### config.mk
export PLATFORM = sky130hd
export DESIGN_NAME = pcieeh_top
export DESIGN_NICKNAME = d
export VERILOG_FILES = /design/src/pcieeh_pkg.sv /design/src/pcieeh_tgt.sv /design/src/pcieeh_top.sv
export VERILOG_INCLUDE_DIRS = /design/src
export SDC_FILE = /design/constraint.sdc
export NUM_CORES = 1
export LEC_CHECK = 0
export BUFFER_PORTS_ARGS = -buffer_cell sky130_fd_sc_hd__buf_2
export CORE_UTILIZATION = 50
export DETAILED_ROUTE_END_ITERATION = 8
export PLACE_DENSITY_LB_ADDON = 0.2
export SYNTH_ARGS = -nofsm -noshare
export SYNTH_HDL_FRONTEND = slang
export SYNTH_SLANG_ARGS = --single-unit
### constraint.sdc
create_clock -name core_clk -period 6.5 [get_ports core_clk]
set_input_delay 1.3 -clock core_clk [delete_from_list [all_inputs] [get_ports core_clk]]
set_output_delay 1.3 -clock core_clk [all_outputs]
set_load 0.005 [all_outputs]
### src/pcieeh_defs.svh
`ifndef PCIEEH_DEFS_SVH
`define PCIEEH_DEFS_SVH
// Register byte offsets
`define PCIEEH_CTRL_OFF 8'h00
`define PCIEEH_RETRY_OFF 8'h04
`define PCIEEH_STAT_OFF 8'h08
`define PCIEEH_CAUSE_OFF 8'h0C
`define PCIEEH_MASK_OFF 8'h10
`define PCIEEH_CSTS_OFF 8'h14
`define PCIEEH_CMSK_OFF 8'h18
`define PCIEEH_USTS_OFF 8'h1C
`define PCIEEH_UMSK_OFF 8'h20
`define PCIEEH_USEV_OFF 8'h24
`define PCIEEH_FEP_OFF 8'h28
`define PCIEEH_HLOG_OFF 8'h2C
// Control fields
`define PCIEEH_C_DEVRST 0
`define PCIEEH_C_SERR 1
`define PCIEEH_C_UREN 2
`define PCIEEH_C_COREN 3
`define PCIEEH_C_NFEN 4
`define PCIEEH_C_GENEN 5
`define PCIEEH_C_CHKEN 6
`define PCIEEH_C_CTOEN 7
// Cause fields
`define PCIEEH_K_ABORT 0
`define PCIEEH_K_UNSUC 1
`define PCIEEH_K_ECRC 2
// Uncorrectable status fields
`define PCIEEH_U_POIS 0
`define PCIEEH_U_CTO 1
`define PCIEEH_U_CA 2
`define PCIEEH_U_UR 3
`define PCIEEH_U_UNEXP 4
`define PCIEEH_U_ECRC 5
// Correctable status fields
`define PCIEEH_X_ADV 0
`define PCIEEH_X_LINK 1
// Completion status codes
`define PCIEEH_CPL_SC 2'h0
`define PCIEEH_CPL_UR 2'h1
`define PCIEEH_CPL_CA 2'h2
// Reset values and the I/O all-ones read data
`define PCIEEH_CTRL_RST 8'h00
`define PCIEEH_RETRY_RST 4'h1
`define PCIEEH_MASK_RST 3'h0
`define PCIEEH_IO_ONES 32'hFFFFFFFF
`endif

### src/pcieeh_pkg.sv
package pcieeh_pkg;
  typedef enum logic [1:0] {
    PCIEEH_ACC_NONE,
    PCIEEH_ACC_ZERO,
    PCIEEH_ACC_PART,
    PCIEEH_ACC_FULL
  } pcieeh_acc_t;
endpackage : pcieeh_pkg

### src/pcieeh_tgt.sv
`timescale 1ns/1ns
`default_nettype none
`include "pcieeh_defs.svh"
module pcieeh_tgt (
  // Clock and reset
  input wire logic core_clk,
  input wire logic resetn,
  // Target request
  input wire logic req,
  input wire logic is_io,
  input wire logic wr,
  input wire logic [3:0] be,
  input wire logic addr_ok,
  // Register side and completion
  output logic reg_wr_q,
  output logic reg_rd_q,
  output logic [3:0] wr_be_q,
  output logic cpl_q,
  output logic cpl_ones_q,
  output logic cpl_undef_q
);
  pcieeh_pkg::pcieeh_acc_t kind;

  always_comb begin
    if (!req) begin
      kind = pcieeh_pkg::PCIEEH_ACC_NONE;
    end else if (be == 4'h0) begin
      kind = pcieeh_pkg::PCIEEH_ACC_ZERO;
    end else if (be != 4'hF) begin
      kind = pcieeh_pkg::PCIEEH_ACC_PART;
    end else begin
      kind = pcieeh_pkg::PCIEEH_ACC_FULL;
    end
  end

  always_ff @(posedge core_clk or negedge resetn) begin
    if (!resetn) begin
      reg_wr_q <= 1'b0;
      reg_rd_q <= 1'b0;
      wr_be_q <= 4'h0;
      cpl_q <= 1'b0;
      cpl_ones_q <= 1'b0;
      cpl_undef_q <= 1'b0;
    end else begin
      reg_wr_q <= 1'b0;
      reg_rd_q <= 1'b0;
      wr_be_q <= 4'h0;
      cpl_q <= req && (!wr || is_io);
      cpl_ones_q <= 1'b0;
      cpl_undef_q <= 1'b0;
      case (kind)
        pcieeh_pkg::PCIEEH_ACC_NONE: begin
        end
        pcieeh_pkg::PCIEEH_ACC_ZERO: begin
          // No register touched except an I/O read with a good address; no error raised
          if (is_io && !addr_ok && !wr) begin
            cpl_ones_q <= 1'b1;
          end else if (!wr) begin
            cpl_undef_q <= !is_io;
            reg_rd_q <= is_io && addr_ok;
          end
        end
        pcieeh_pkg::PCIEEH_ACC_PART: begin
          if (is_io) begin
            // Partial I/O writes are dropped either way
            reg_rd_q <= !wr && addr_ok;
            cpl_ones_q <= !wr && !addr_ok;
          end else if (wr) begin
            // Byte enables honoured for partial memory writes
            reg_wr_q <= 1'b1;
            wr_be_q <= be;
          end else begin
            reg_rd_q <= 1'b1;
          end
        end
        pcieeh_pkg::PCIEEH_ACC_FULL: begin
          if (is_io && !addr_ok) begin
            cpl_ones_q <= !wr;
          end else begin
            reg_wr_q <= wr;
            wr_be_q <= wr ? be : 4'h0;
            reg_rd_q <= !wr;
          end
        end
        default: begin
        end
      endcase
    end
  end
endmodule : pcieeh_tgt
`default_nettype wire

### src/pcieeh_top.sv
// Design decisions made here: the APB register port and the register offsets.
`timescale 1ns/1ns
`default_nettype none
`include "pcieeh_defs.svh"
// Overview of operation
// - Poisoned TLP retried up to limit, then dropped
// - Poison failure blocks mastering until port reset
// - ECRC appended only when generation enabled
// - MCTP ECRC also gated by stored bit
// - Bad ECRC packets dropped and reported
// - Check capable from store; check needs enable
// - Zero-length write changes nothing, no error
// - Partial memory read acts as full read
// - Zero-length read completes, register untouched except good-address I/O
// - I/O bad address: drop write, read ones
// - I/O partial data: drop write, read normally
// - Lower layer error suppresses higher layer reports
// - Unsuccessful completion dropped, interrupt raised
// - SERR enable also enables UR reporting
// - Advisory sets correctable status, then checks mask
// - Unmasked advisory logs status, pointer, header once
// - Advisory sends ERR_COR only, never non-fatal
// - Listed non-fatal errors handled as advisory
// - UR/CA on DMA halts mastering, sets cause
// - Device reset flushes and restores mastering
module pcieeh_top #(
  parameter int RETRY_W = 4,
  parameter int UNC_W = 6
) (
  // Clock and reset
  input wire logic core_clk,
  input wire logic resetn,
  // APB slave
  input wire logic psel,
  input wire logic penable,
  input wire logic pwrite,
  input wire logic [7:0] paddr,
  input wire logic [31:0] pwdata,
  output logic [31:0] prdata,
  output logic pready,
  output logic pslverr,
  // Stored configuration
  input wire logic nv_ecrc_gen_cap,
  input wire logic nv_ecrc_chk_cap,
  input wire logic nv_mctp_ecrc,
  // Received TLP
  input wire logic rx_valid,
  input wire logic rx_phy_err,
  input wire logic rx_dll_err,
  input wire logic rx_ecrc_bad,
  input wire logic rx_poisoned,
  input wire logic rx_is_cpl,
  input wire logic [1:0] rx_cpl_sts,
  input wire logic rx_unexpected,
  input wire logic [31:0] rx_hdr,
  output logic rx_deliver_q,
  output logic rx_drop_q,
  output logic retry_req_q,
  // Completion timeout
  input wire logic cto_event,
  input wire logic cto_retry,
  // Target access and target-detected UR
  input wire logic tgt_req,
  input wire logic tgt_is_io,
  input wire logic tgt_wr,
  input wire logic [3:0] tgt_be,
  input wire logic tgt_addr_ok,
  input wire logic tgt_ur,
  output logic tgt_reg_wr_q,
  output logic tgt_reg_rd_q,
  output logic [3:0] tgt_wr_be_q,
  output logic tgt_cpl_q,
  output logic tgt_cpl_ones_q,
  output logic tgt_cpl_undef_q,
  // Master requests and transmit
  input wire logic mst_req,
  input wire logic tx_sop,
  input wire logic tx_mctp,
  output logic mst_req_q,
  output logic tx_ecrc_q,
  // Messages, reset and interrupt
  output logic err_cor_q,
  output logic err_nonfatal_q,
  output logic err_fatal_q,
  output logic port_flush_q,
  output logic irq_q
);
  logic [7:0] ctrl_q;
  logic [RETRY_W-1:0] retry_lim_q;
  logic [RETRY_W-1:0] retry_cnt_q;
  logic [2:0] cause_q;
  logic [2:0] mask_q;
  logic [1:0] csts_q;
  logic [1:0] cmsk_q;
  logic [UNC_W-1:0] usts_q;
  logic [UNC_W-1:0] umsk_q;
  logic [UNC_W-1:0] usev_q;
  logic [4:0] fep_q;
  logic fep_vld_q;
  logic [31:0] hlog_q;
  logic halt_q;
  logic block_q;
  logic gen_cap_q;
  logic chk_cap_q;
  logic mctp_ecrc_q;
  logic nv_loaded_q;

  function automatic logic hit(input logic [7:0] a, input logic [7:0] off);
    hit = (a == off);
  endfunction : hit

  function automatic logic [4:0] first_bit(input logic [UNC_W-1:0] v);
    first_bit = 5'h00;
    for (int i = UNC_W - 1; i >= 0; i--) begin
      if (v[i]) begin
        first_bit = 5'(i);
      end
    end
  endfunction : first_bit

  // APB write strobe at the completing access cycle
  logic acc;
  logic wr_en;
  logic mapped;
  assign acc = psel && penable && !pready;
  assign wr_en = psel && penable && pready && pwrite;
  assign mapped = (paddr[1:0] == 2'h0) && (paddr <= `PCIEEH_HLOG_OFF);

  // Receive classification; phy beats link beats transaction
  logic tl_ok;
  logic ecrc_fail;
  logic tl_go;
  logic pois;
  logic bad_cpl;
  logic pois_fail;
  logic soft_rst;
  assign tl_ok = rx_valid && !rx_phy_err && !rx_dll_err;
  assign ecrc_fail = tl_ok && ctrl_q[`PCIEEH_C_CHKEN] && rx_ecrc_bad;
  assign tl_go = tl_ok && !ecrc_fail;
  assign pois = tl_go && rx_poisoned;
  assign bad_cpl = tl_go && !rx_poisoned && rx_is_cpl && (rx_cpl_sts != `PCIEEH_CPL_SC);
  assign pois_fail = pois && (retry_cnt_q >= retry_lim_q);
  assign soft_rst = wr_en && hit(paddr, `PCIEEH_CTRL_OFF) && pwdata[`PCIEEH_C_DEVRST];

  // Error events by uncorrectable bit
  logic [UNC_W-1:0] ev;
  logic [UNC_W-1:0] adv_cand;
  logic [UNC_W-1:0] adv_ev;
  logic [UNC_W-1:0] plain_ev;
  logic [UNC_W-1:0] log_ev;
  logic adv_any;
  always_comb begin
    ev = '0;
    adv_cand = '0;
    ev[`PCIEEH_U_POIS] = pois;
    ev[`PCIEEH_U_CTO] = cto_event && ctrl_q[`PCIEEH_C_CTOEN];
    ev[`PCIEEH_U_CA] = bad_cpl && (rx_cpl_sts == `PCIEEH_CPL_CA);
    ev[`PCIEEH_U_UR] = (bad_cpl && (rx_cpl_sts == `PCIEEH_CPL_UR)) || tgt_ur;
    ev[`PCIEEH_U_UNEXP] = tl_go && !rx_poisoned && rx_unexpected;
    ev[`PCIEEH_U_ECRC] = ecrc_fail;
    adv_cand[`PCIEEH_U_POIS] = 1'b1;
    adv_cand[`PCIEEH_U_CTO] = cto_retry;
    adv_cand[`PCIEEH_U_CA] = 1'b1;
    adv_cand[`PCIEEH_U_UR] = !tgt_ur;
    adv_cand[`PCIEEH_U_UNEXP] = 1'b1;
  end
  assign adv_ev = ev & adv_cand & ~usev_q;
  assign plain_ev = ev & ~adv_ev;
  assign adv_any = |adv_ev;
  // Advisory logging continues only past its mask
  assign log_ev = plain_ev | (cmsk_q[`PCIEEH_X_ADV] ? '0 : adv_ev);

  // Configuration strap capture after reset release
  always_ff @(posedge core_clk or negedge resetn) begin
    if (!resetn) begin
      nv_loaded_q <= 1'b0;
      gen_cap_q <= 1'b0;
      chk_cap_q <= 1'b0;
      mctp_ecrc_q <= 1'b0;
    end else if (!nv_loaded_q) begin
      nv_loaded_q <= 1'b1;
      gen_cap_q <= nv_ecrc_gen_cap;
      chk_cap_q <= nv_ecrc_chk_cap;
      mctp_ecrc_q <= nv_mctp_ecrc;
    end
  end

  // Software registers
  always_ff @(posedge core_clk or negedge resetn) begin
    if (!resetn) begin
      ctrl_q <= `PCIEEH_CTRL_RST;
      retry_lim_q <= RETRY_W'(`PCIEEH_RETRY_RST);
      mask_q <= `PCIEEH_MASK_RST;
      cmsk_q <= 2'h0;
      umsk_q <= '0;
      usev_q <= '0;
    end else if (wr_en) begin
      if (hit(paddr, `PCIEEH_CTRL_OFF)) begin
        ctrl_q <= {pwdata[7:1], 1'b0};
      end
      if (hit(paddr, `PCIEEH_RETRY_OFF)) begin
        retry_lim_q <= pwdata[RETRY_W-1:0];
      end
      if (hit(paddr, `PCIEEH_MASK_OFF)) begin
        mask_q <= pwdata[2:0];
      end
      if (hit(paddr, `PCIEEH_CMSK_OFF)) begin
        cmsk_q <= pwdata[1:0];
      end
      if (hit(paddr, `PCIEEH_UMSK_OFF)) begin
        umsk_q <= pwdata[UNC_W-1:0];
      end
      if (hit(paddr, `PCIEEH_USEV_OFF)) begin
        usev_q <= pwdata[UNC_W-1:0];
      end
    end
  end

  // Sticky status; a new event wins over a clear in the same cycle
  logic [2:0] cause_set;
  assign cause_set = {ecrc_fail, bad_cpl, bad_cpl && rx_cpl_sts != `PCIEEH_CPL_SC};
  always_ff @(posedge core_clk or negedge resetn) begin
    if (!resetn) begin
      cause_q <= 3'h0;
      csts_q <= 2'h0;
      usts_q <= '0;
    end else begin
      cause_q <= (cause_q & ~((wr_en && hit(paddr, `PCIEEH_CAUSE_OFF)) ?
                 pwdata[2:0] : 3'h0)) | cause_set;
      csts_q <= (csts_q & ~((wr_en && hit(paddr, `PCIEEH_CSTS_OFF)) ?
                pwdata[1:0] : 2'h0)) |
                {rx_valid && (rx_phy_err || rx_dll_err), adv_any};
      usts_q <= (usts_q & ~((wr_en && hit(paddr, `PCIEEH_USTS_OFF)) ?
                pwdata[UNC_W-1:0] : '0)) | log_ev;
    end
  end

  // First error pointer and header log hold the oldest unserviced error
  logic [UNC_W-1:0] unmasked_new;
  logic fep_clr;
  assign unmasked_new = log_ev & ~umsk_q;
  assign fep_clr = wr_en && hit(paddr, `PCIEEH_USTS_OFF) && pwdata[fep_q];
  always_ff @(posedge core_clk or negedge resetn) begin
    if (!resetn) begin
      fep_q <= 5'h00;
      fep_vld_q <= 1'b0;
      hlog_q <= 32'h00000000;
    end else if ((!fep_vld_q || fep_clr) && (|unmasked_new)) begin
      fep_q <= first_bit(unmasked_new);
      fep_vld_q <= 1'b1;
      hlog_q <= rx_hdr;
    end else if (fep_clr) begin
      fep_vld_q <= 1'b0;
    end
  end

  // Poison retry and master halt
  always_ff @(posedge core_clk or negedge resetn) begin
    if (!resetn) begin
      retry_cnt_q <= '0;
      retry_req_q <= 1'b0;
      block_q <= 1'b0;
      halt_q <= 1'b0;
    end else begin
      retry_req_q <= pois && !pois_fail;
      if (pois_fail || soft_rst) begin
        retry_cnt_q <= '0;
      end else if (pois) begin
        retry_cnt_q <= retry_cnt_q + RETRY_W'(1);
      end else if (tl_go) begin
        retry_cnt_q <= '0;
      end
      // Set wins over a reset issued in the same cycle
      if (pois_fail) begin
        block_q <= 1'b1;
      end else if (soft_rst) begin
        block_q <= 1'b0;
      end
      if (cause_set[`PCIEEH_K_ABORT]) begin
        halt_q <= 1'b1;
      end else if (soft_rst) begin
        halt_q <= 1'b0;
      end
    end
  end

  // Receive delivery, master gating, transmit ECRC
  always_ff @(posedge core_clk or negedge resetn) begin
    if (!resetn) begin
      rx_deliver_q <= 1'b0;
      rx_drop_q <= 1'b0;
      mst_req_q <= 1'b0;
      tx_ecrc_q <= 1'b0;
      port_flush_q <= 1'b0;
      irq_q <= 1'b0;
    end else begin
      rx_deliver_q <= tl_go && !rx_poisoned && !bad_cpl;
      rx_drop_q <= ecrc_fail || pois_fail || bad_cpl;
      // Halt gating keeps register access alive
      mst_req_q <= mst_req && !halt_q && !block_q && !soft_rst;
      tx_ecrc_q <= tx_sop && ctrl_q[`PCIEEH_C_GENEN] &&
                   (!tx_mctp || mctp_ecrc_q);
      port_flush_q <= soft_rst;
      irq_q <= |(cause_q & mask_q);
    end
  end

  // Error messages
  logic rep_nf;
  logic rep_ur;
  assign rep_nf = ctrl_q[`PCIEEH_C_NFEN] || ctrl_q[`PCIEEH_C_SERR];
  assign rep_ur = ctrl_q[`PCIEEH_C_UREN] || ctrl_q[`PCIEEH_C_SERR];
  always_ff @(posedge core_clk or negedge resetn) begin
    if (!resetn) begin
      err_cor_q <= 1'b0;
      err_nonfatal_q <= 1'b0;
      err_fatal_q <= 1'b0;
    end else begin
      err_cor_q <= ctrl_q[`PCIEEH_C_COREN] &&
                   (adv_any || (rx_valid && (rx_phy_err || rx_dll_err)));
      // Advisory events never reach the non-fatal path
      err_nonfatal_q <= (|(plain_ev & ~usev_q & ~(UNC_W'(1) << `PCIEEH_U_UR)) && rep_nf) ||
                        (plain_ev[`PCIEEH_U_UR] && !usev_q[`PCIEEH_U_UR] && rep_ur);
      err_fatal_q <= (|(plain_ev & usev_q)) && rep_nf;
    end
  end

  // APB read data, one wait state
  always_ff @(posedge core_clk or negedge resetn) begin
    if (!resetn) begin
      prdata <= 32'h00000000;
      pready <= 1'b0;
      pslverr <= 1'b0;
    end else begin
      pready <= acc;
      pslverr <= acc && !mapped;
      prdata <= 32'h00000000;
      if (acc && !pwrite) begin
        case (paddr)
          `PCIEEH_CTRL_OFF: prdata <= {24'h000000, ctrl_q};
          `PCIEEH_RETRY_OFF: prdata <= 32'(retry_lim_q);
          `PCIEEH_STAT_OFF: prdata <= {26'h0000000, mctp_ecrc_q, 1'b1,
                                       chk_cap_q, gen_cap_q, block_q, halt_q};
          `PCIEEH_CAUSE_OFF: prdata <= {29'h00000000, cause_q};
          `PCIEEH_MASK_OFF: prdata <= {29'h00000000, mask_q};
          `PCIEEH_CSTS_OFF: prdata <= {30'h00000000, csts_q};
          `PCIEEH_CMSK_OFF: prdata <= {30'h00000000, cmsk_q};
          `PCIEEH_USTS_OFF: prdata <= 32'(usts_q);
          `PCIEEH_UMSK_OFF: prdata <= 32'(umsk_q);
          `PCIEEH_USEV_OFF: prdata <= 32'(usev_q);
          `PCIEEH_FEP_OFF: prdata <= {23'h000000, fep_vld_q, 3'h0, fep_q};
          `PCIEEH_HLOG_OFF: prdata <= hlog_q;
          default: prdata <= 32'h00000000;
        endcase
      end
    end
  end

  // Target access handling
  pcieeh_tgt u_tgt (
    .core_clk(core_clk),
    .resetn(resetn),
    .req(tgt_req),
    .is_io(tgt_is_io),
    .wr(tgt_wr),
    .be(tgt_be),
    .addr_ok(tgt_addr_ok),
    .reg_wr_q(tgt_reg_wr_q),
    .reg_rd_q(tgt_reg_rd_q),
    .wr_be_q(tgt_wr_be_q),
    .cpl_q(tgt_cpl_q),
    .cpl_ones_q(tgt_cpl_ones_q),
    .cpl_undef_q(tgt_cpl_undef_q)
  );
endmodule : pcieeh_top
`default_nettype wire
Word level (Yosys, flattened, before mapping)
Cells that the tools add are included.
{ "word_totals": {"register_bits": 140, "input_bits": 103, "output_inout_bits": 53} }
{ "classes": {"n_addsub": 1, "order_cmp": 3, "eq_ne": 17, "n_mux": 46, "bitwise": 20, "n_reduce_logical": 98} }
{ "ops": {"columns": ["op", "n"], "rows": [
  ["case mux 32 bit (12 select lines)", 1],
  ["logical AND 1 bit", 48],
  ["bitwise AND 6 bit", 6],
  ["equality test 8 x 5 -> 1 bit, second input constant", 4],
  ["equality test 8 x 6 -> 1 bit, second input constant", 4],
  ["two-way mux 32 bit", 1],
  ["two-way mux 5 bit", 5],
  ["two-way mux 4 bit", 6],
  ["NOT 6 bit", 4],
  ["two-way mux 1 bit", 21],
  ["logical NOT 1 bit", 19],
  ["OR reduction 6 bit", 3],
  ["equality test 8 x 4 -> 1 bit, second input constant", 2],
  ["logical OR 1 bit", 12],
  ["two-way mux 6 bit", 2],
  ["bitwise OR 6 bit", 2],
  ["AND reduction 2 bit", 6],
  ["equality test 8 x 3 -> 1 bit, second input constant", 1],
  ["less-or-equal comparator 8 x 6 -> 1 bit, second input constant", 1],
  ["logical NOT 8 bit", 1],
  ["case mux 4 bit (2 select lines)", 1],
  ["nonzero test 2 bit", 4],
  ["bitwise AND 3 bit", 2],
  ["bitwise AND 6 x 5 -> 6 bit", 1],
  ["21 further kinds", 28]
]} }

Logic depth before layout (Yosys ltp)
Gate-level depths: netlist of the first run.
{ "depth": {"word_depth": 24, "depth_mapped": 8, "ltp_nobuf": 7} }

Modules after synthesis
Synthesis of the first run repeated with hierarchy kept, for this count alone.
{ "hier_totals": {"hier_cells": 499, "area_unflattened_um2": 6293.5} }
{ "modules_own_cells": {"columns": ["module", "n_inst", "cells_per_inst", "area_per_inst_um2", "seq_area_each_um2"], "rows": [
  ["pcieeh_top", 1, 470, 5935.7, 3229.3],
  ["pcieeh_tgt", 1, 29, 357.8, 225.2]
]} }

Worst setup path after synthesis of the first run
No wires, ideal clock.
{ "synth_path": {"path_type": "input port to flip-flop", "startpoint": "input paddr[5]", "endpoint": "register fep_q[0]", "t_arrival_ps": 2955, "path_slack_ps": 3420, "path_stages": 8, "path_buffers": 3, "cell_sequence": "buf_6 > nor4b_4 > nand2b_2 > o31ai_4 > o41a_2 > buf_6 > buf_12 > mux2_4"} }
{ "synth_between": {"elab_chain_cells": 5} }
{ "synth_lines": {"columns": ["element", "line_no", "text"], "rows": [
  ["start, declared", "pcieeh_top.sv:37", "input wire logic [7:0] paddr,"],
  ["equality test 8 x 5 -> 1 bit", "pcieeh_top.sv:109", "hit = (a == off);"],
  ["logical AND 1 bit (2 in series)", "pcieeh_top.sv:242", "assign fep_clr = wr_en && hit(paddr, `PCIEEH_USTS_OFF) && pwdata[fep_q];"],
  ["logical OR 1 bit", "pcieeh_top.sv:248", "end else if ((!fep_vld_q || fep_clr) && (|unmasked_new)) begin"],
  ["logical AND 1 bit", "pcieeh_top.sv:248", null],
  ["end signal, assigned", "pcieeh_top.sv:249", "fep_q <= first_bit(unmasked_new);"],
  ["end, declared", "pcieeh_top.sv:98", "logic [4:0] fep_q;"]
]} }
No other way between the ends.
A chain may end at the register's enable or synchronous reset.

Final worst setup path of the first run
{ "layout_path": {"startpoint": "input rx_phy_err", "endpoint": "register hlog_q[1]"} }
{ "layout_between": {"elab_chain_cells": 20, "elab_cells_between_ends": 24, "cone_classes": "1 x mux; 6 x bitwise; 17 x reduce/logical"} }
{ "layout_lines": {"columns": ["element", "line_no", "text"], "rows": [
  ["start, declared", "pcieeh_top.sv:48", "input wire logic rx_phy_err,"],
  ["logical NOT 1 bit *", "pcieeh_top.sv:137", "assign tl_ok = rx_valid && !rx_phy_err && !rx_dll_err;"],
  ["logical AND 1 bit * (2 in series)", "pcieeh_top.sv:137", null],
  ["logical AND 1 bit (2 in series)", "pcieeh_top.sv:138", "assign ecrc_fail = tl_ok && ctrl_q[`PCIEEH_C_CHKEN] && rx_ecrc_bad;"],
  ["logical NOT 1 bit", "pcieeh_top.sv:139", "assign tl_go = tl_ok && !ecrc_fail;"],
  ["logical AND 1 bit", "pcieeh_top.sv:139", null],
  ["logical AND 1 bit", "pcieeh_top.sv:141, pcieeh_top.sv:159", null],
  ["logical AND 1 bit (2 in series)", "pcieeh_top.sv:141", "assign bad_cpl = tl_go && !rx_poisoned && rx_is_cpl && (rx_cpl_sts != `PCIEEH_CPL_SC);"],
  ["logical AND 1 bit", "pcieeh_top.sv:158", "ev[`PCIEEH_U_UR] = (bad_cpl && (rx_cpl_sts == `PCIEEH_CPL_UR)) || tgt_ur;"],
  ["logical OR 1 bit", "pcieeh_top.sv:158", null],
  ["bitwise AND 6 x 5 -> 6 bit", "pcieeh_top.sv:167", "assign adv_ev = ev & adv_cand & ~usev_q;"],
  ["bitwise AND 6 bit", "pcieeh_top.sv:167", null],
  ["NOT 6 bit", "pcieeh_top.sv:168", "assign plain_ev = ev & ~adv_ev;"],
  ["bitwise AND 6 bit", "pcieeh_top.sv:168", null],
  ["bitwise OR 6 bit *", "pcieeh_top.sv:171", "assign log_ev = plain_ev | (cmsk_q[`PCIEEH_X_ADV] ? '0 : adv_ev);"],
  ["bitwise AND 6 bit *", "pcieeh_top.sv:241", "assign unmasked_new = log_ev & ~umsk_q;"],
  ["OR reduction 6 bit *", "pcieeh_top.sv:248", null],
  ["logical AND 1 bit *", "pcieeh_top.sv:248", null],
  ["end signal, assigned", "pcieeh_top.sv:251", "hlog_q <= rx_hdr;"],
  ["end, declared", "pcieeh_top.sv:100", "logic [31:0] hlog_q;"]
]} }
Mark *: on every way between the ends. The rest lies on a longest branch, timed or not.

==> results of run 1 <==
-- power by group --
| part | internal, mW | leakage, nW | switching [mW] | total, mW |
|---|---|---|---|---|
| logic | 0.0866 | 1.64 | 0.0788 | 0.165 |
| registers | 0.905 | 1.78 | 0.0309 | 0.936 |
| clock network | 0.658 | 0.297 | 0.341 | 0.999 |
| total | 1.65 | 3.71 | 0.451 | 2.10 |
-- per-stage QoR --
| step | worst slack (ps) | utilization | std cells | hold WS [ps] | instance area [um2] |
|---|---|---|---|---|---|
| 2_1_floorplan | 3420 | - | 502 | 431.7 | 6240 |
| 3_3_place_gp | 2487 | 0.5783 | 789 | 458.6 | 7004 |
| 3_5_place_dp | 2506 | 0.5783 | 789 | 460.0 | 7004 |
| 4_1_cts | 2961 | 0.6287 | 820 | 468.6 | 7615 |
| 5_1_grt | 2772 | 0.6287 | 820 | 490.8 | 7615 |
| 6_report | 2922 | 0.6287 | 820 | 475.3 | 7615 |
-- worst max-delay path, delay by kind of cell --
family,cells,cell delay [ps]
buf+inv,1,120
simple gates,2,580
compound gates,2,1430
mux,1,420
-- routing by layer --
layer / up-vias / GRT usage / routed length (um) / part of all wire
li1: 2098 / - / - / -
met1: 2208 / 0.3317 / 6683 / 0.44
met2: 188 / 0.3919 / 7140 / 0.47
met3: 25 / 0.06908 / 885 / 0.059
met4: 0 / 0.1079 / 349 / 0.023
met5: - / 0 / 0 / 0
-- synth_stat cells (3+ instances only) --
cell	number
and2_1	28
a222oi_1	5
mux4_2	4
mux2_4	30
clkbuf_1	3
a32o_1	4
mux2i_1	4
nor2_1	31
or4_1	3
a22oi_1	7
ha_1	5
nand3b_1	3
buf_2	3
nor3_1	8
buf_12	3
nor2b_1	6
nand3_1	9
a21oi_1	15
and3_1	3
inv_1	16
dfrtp_1	137
mux2_2	31
nor4_1	3
o21ai_0	13
nand4_1	3
nand2_1	49
a21o_1	6
a31oi_1	5
or3_1	3
a21boi_0	3
nand2b_1	7
-- layout make-up --
class                           instances  area (um2)
Fill cell                             993        4497
Sequential cell                       138        3455
Multi-Input combinational cell        335        2610
Timing Repair Buffer                  132       669.4
Clock buffer                           23       467.9
Tap cell                              168       210.2
Clock inverter                          8       142.6
Inverter                               16       60.06
-- sequential cells by signal, indices dropped and copies added, names as in the netlist, 2 cells and up --
register and flops:
u_tgt.wr_be_q 4, csts_q 2, hlog_q 32, ctrl_q 7, usts_q 6, retry_cnt_q 4, fep_q 3, usev_q 6
mask_q 3, prdata 32, cause_q 3, cmsk_q 2, umsk_q 6, retry_lim_q 4
-- cells by family (layout without fill, tap and decap cells) --
kind of cell,after synthesis,count (layout)
and+or+nand+nor,170,170
adders and majority gates,5,5
AOI/OAI and AO/OA,89,89
other,1,1
muxes,70,70
buffers and inverters,29,179
DFF,138,138
-- final timing paths --
check,to,slack [ps],cells past startpoint
setup reg to reg,hlog_q[1],3640,5
setup / recovery,hlog_q[1],2920,6
min in group asynchronous,prdata[19],930,1
hold reg to reg,mst_req_q,480,1
hold / removal,mst_req_q,480,1
max in group asynchronous,u_tgt.cpl_undef_q,4440,2
==> metrics.txt, run 1 <==
Worst-Skew Late Latency=420 ps; Via density=5.511; Seq/Total Area, Yosys=0.5536; syn_nets=610; wire length per cell=18.36 um; Critical Path End Type=register; most frequent cells in the layout=dfrtp_1, buf_2, nand2_1, nor2_1, mux2_2; CTS root buf=clkbuf_16; DR vias=4519; Synth Flop Type=dfrtp_1; hold path start=halt_q; Startpoint Class=input pin; antenna cells=0; synth-to-layout area growth=22.04%; Avg Inst Size Synth=12.43 um2; Post-CTS Resized=0; crit path time final=3578 ps; Arr. time, crit path=3880 ps; Post-CTS Setup Bufs=0; Cell variety after synth=74; Max Slew Vio Count=0; Mapped Area=6240 um2; worst hold-check path type=register to register; post-route ant nets=0; vias in the first global route=4583; initial antenna violation count=0; Total Routing Usage GR=0.2515; adder-cell share of the synthesized area=0.01003; Max-slew headroom=0.2654; clk buf depth=2; most common cell after layout, fill and taps aside=dfrtp_1; Post-CTS Hold Fix Bufs=0; gpl congestion=0.9060; Power Total=2.100 mW; CTS tree=built; Die ar.=12930 um2; Fmax=279.5 MHz; Detailed Route WL=15060 um; Synth async-reset ratio=1.000; HPWL Detailed=10810 um; largest family of logic cells by synthesized area=multiplexers; I/O Pins=156; Clock Skew=8.200 ps; Required @ worst endpoint=6800 ps; Hold Fails Final Rpt=0; pwr dens=275.8 nW/um2; CP peak stage delay=940 ps; EDFF count, synth=0; post-synth top area share=0.5494; Remaining Overflow, GRT=0; Initial Util=0.5152; total number of yosys warnings=0; post-synthesis register bit count=138; Worst-Margin Slew=1102 ps; num rows=40; die width=113.7 um; Total Nets Final=748; Die Y-Extent=113.7 um; post-synthesis compound-gate area fraction=0.1071; worst path cell trace=buf_2, nor3b_4, nand3_2, o41ai_2, o41a_2, mux2_2; TNS Setup=0 ps; layout cells sized above 1=0.3696; PortBufs=131; Setup crit start=rx_phy_err; XOR/XNOR Fraction of Synth Area=0; Simple-Gate Fraction of Synth Area=0.1472; CP max-delay cell=o41a_2; CP Max Fanout=33; count of final setup violators=0; post-synth top area cell=dfrtp_1; Setup CP Type=input pin to register; largest net degree at the start of global routing=91; Max-Cap Viols=0; drt first pass iters=6; DR iter-0 viols=361; mux cell area share after synthesis=0.1526; number of CTS-inserted buffers=17; Critical R2R Launch=pready; total core area=12110 um2; clk sinks=138; first-pass GRT wire length=24160 um; Mapped Cells=502; outcome=complete, no violations; Peak VDD IR=160.9 uV; Clock transition at path regs=60 ps; main area contributors after synthesis=dfrtp_1, mux2_4, mux2_2; RSZ-0062 raised after global routing=false; Final period util=0.5505; Pleak=3.714 nW; DRC viols=0; CTS H-Tree Depth=4
No activity file was read; power rests on OpenSTA's default activity.
==> run 2, diff against run 1 <==
==> constraint.sdc (replaced) <==
create_clock -name core_clk -period 3.6 [get_ports core_clk]
set_input_delay 0.72 -clock core_clk [delete_from_list [all_inputs] [get_ports core_clk]]
set_output_delay 0.72 -clock core_clk [all_outputs]
set_load 0.005 [all_outputs]
==> metrics.txt, run 2 (synthesis results as in run 1) <==
Total Nets Final=756; HPWL Detailed=11010 um; Placed Instances=797; wire length per cell=17.88 um; Post-Layout Cell Count=828; I/O Pins=156; Setup crit end=hlog_q[15]; CP Max Fanout=13; Final period util=0.7105; Setup crit start=paddr[5]; Die Y-Extent=113.7 um; Required @ worst endpoint=3890 ps; PortBufs=131; Layout Utilization=0.6334; synth-to-layout area growth=22.94%; Hold Fails Final Rpt=0; count of final setup violators=0; TNS Setup=0 ps; Startpoint Class=input pin; Critical R2R Launch=pready; top flop regs=hlog_q: 32 flops, prdata: 32 flops, ctrl_q: 7 flops; pwr dens=481.6 nW/um2; vias in the first global route=4526; CTS root buf=clkbuf_16; number of CTS-inserted buffers=17; crit path time final=2558 ps; cells on worst reg2reg path=6; Pleak=3.745 nW; FF-to-FF End=hlog_q[15]; DR vias=4560; DR iter-0 viols=387; largest net degree at the start of global routing=70; Clock transition at path regs=60 ps; final setup margin=1042 ps; clk buf depth=2; initial antenna violation count=0; Post-CTS Hold Fix Bufs=0; CTS tree=built; CTS H-Tree Depth=4; reg2reg setup slack=1130 ps; Max-Cap Viols=0; die width=113.7 um; CP max-delay cell=o41a_2; Detailed Route WL=14810 um; gpl congestion=0.8949; worst hold-check path type=input pin to asynchronous set/reset pin; clk sinks=138; first-pass GRT wire length=23720 um; Peak VDD IR=387.0 uV; Initial Util=0.5152; post-route ant nets=0; total core area=12110 um2; Max-slew headroom=0.2955; Via density=5.507; Worst-Margin Slew=1042 ps; Arr. time, crit path=2850 ps; Setup CP Type=input pin to register; RSZ-0062 raised after global routing=false; Die ar.=12930 um2; Worst-Skew Late Latency=420 ps; Remaining Overflow, GRT=0; num rows=40; Max Slew Vio Count=0; antenna cells=0; Clock Skew=4.814 ps; CP peak stage delay=480 ps; DRC viols=0; worst path cell trace=buf_2, nor4b_4, nand2b_2, o31ai_4, o41a_2, buf_12, mux2_4; most common cell after layout, fill and taps aside=dfrtp_1; most frequent cells in the layout=dfrtp_1, buf_2, nand2_1, nor2_1, mux2_2; Total Routing Usage GR=0.2467; outcome=complete, no violations; Post-Place Worst Slack=615.3 ps; Post-CTS Setup Bufs=0; layout cells sized above 1=0.3788; Post-CTS Resized=0; drt first pass iters=6; Critical Path End Type=register; Fmax=391.0 MHz
==> run 2: how the worst min path moves through the flow <==
stage / start / to / slack, ps
3_3_place_gp: hlog_q[23] / prdata[23] / 460
3_5_place_dp: hlog_q[9] / prdata[9] / 470
4_1_cts: resetn / pslverr / 330
6_report: resetn / prdata[15] / 300
5_1_grt: resetn / prdata[1] / 360
2_1_floorplan: resetn / block_q / 420
==> run 2: power breakdown <==
part / switching [mW] / internal, mW / total, mW / leakage [nW]
sequential: 0.0544 / 1.63 / 1.69 / 1.78
clock: 0.620 / 1.09 / 1.71 / 0.282
combinational: 0.142 / 0.159 / 0.301 / 1.68
==> run 2: final cells by class <==
cell class	count	area, um2
Fill cell	979	4441
Sequential cell	138	3455
Multi-Input combinational cell	335	2610
Timing Repair Buffer	140	754.5
Clock buffer	24	491.7
Tap cell	168	210.2
Clock inverter	7	90.09
Inverter	16	60.06
==> run 2: worst max-delay path, delay by kind of cell <==
family          cells  cell delay (ps)
simple gates        2              590
compound gates      2              830
mux                 1              310
buf+inv             2              390
==> run 2: layer usage <==
| metal | global-route usage | wire, um | part of all wire |
|---|---|---|---|
| met2 | 0.3874 | 6898 | 0.47 |
| met5 | 0 | 0 | 0 |
| met4 | 0.09035 | 382 | 0.026 |
| met1 | 0.3324 | 6655 | 0.45 |
| met3 | 0.06217 | 872 | 0.059 |
==> run 2: stage by stage <==
step | power (mW) | instance area [um2] | hold WS [ps]
6_report | 3.695 | 7671 | 304.1
3_3_place_gp | 2.005 | 7089 | 459.0
5_1_grt | 3.834 | 7671 | 356.9
2_1_floorplan | 1.872 | 6240 | 424.4
3_5_place_dp | 2.017 | 7089 | 468.6
4_1_cts | 3.730 | 7671 | 334.4
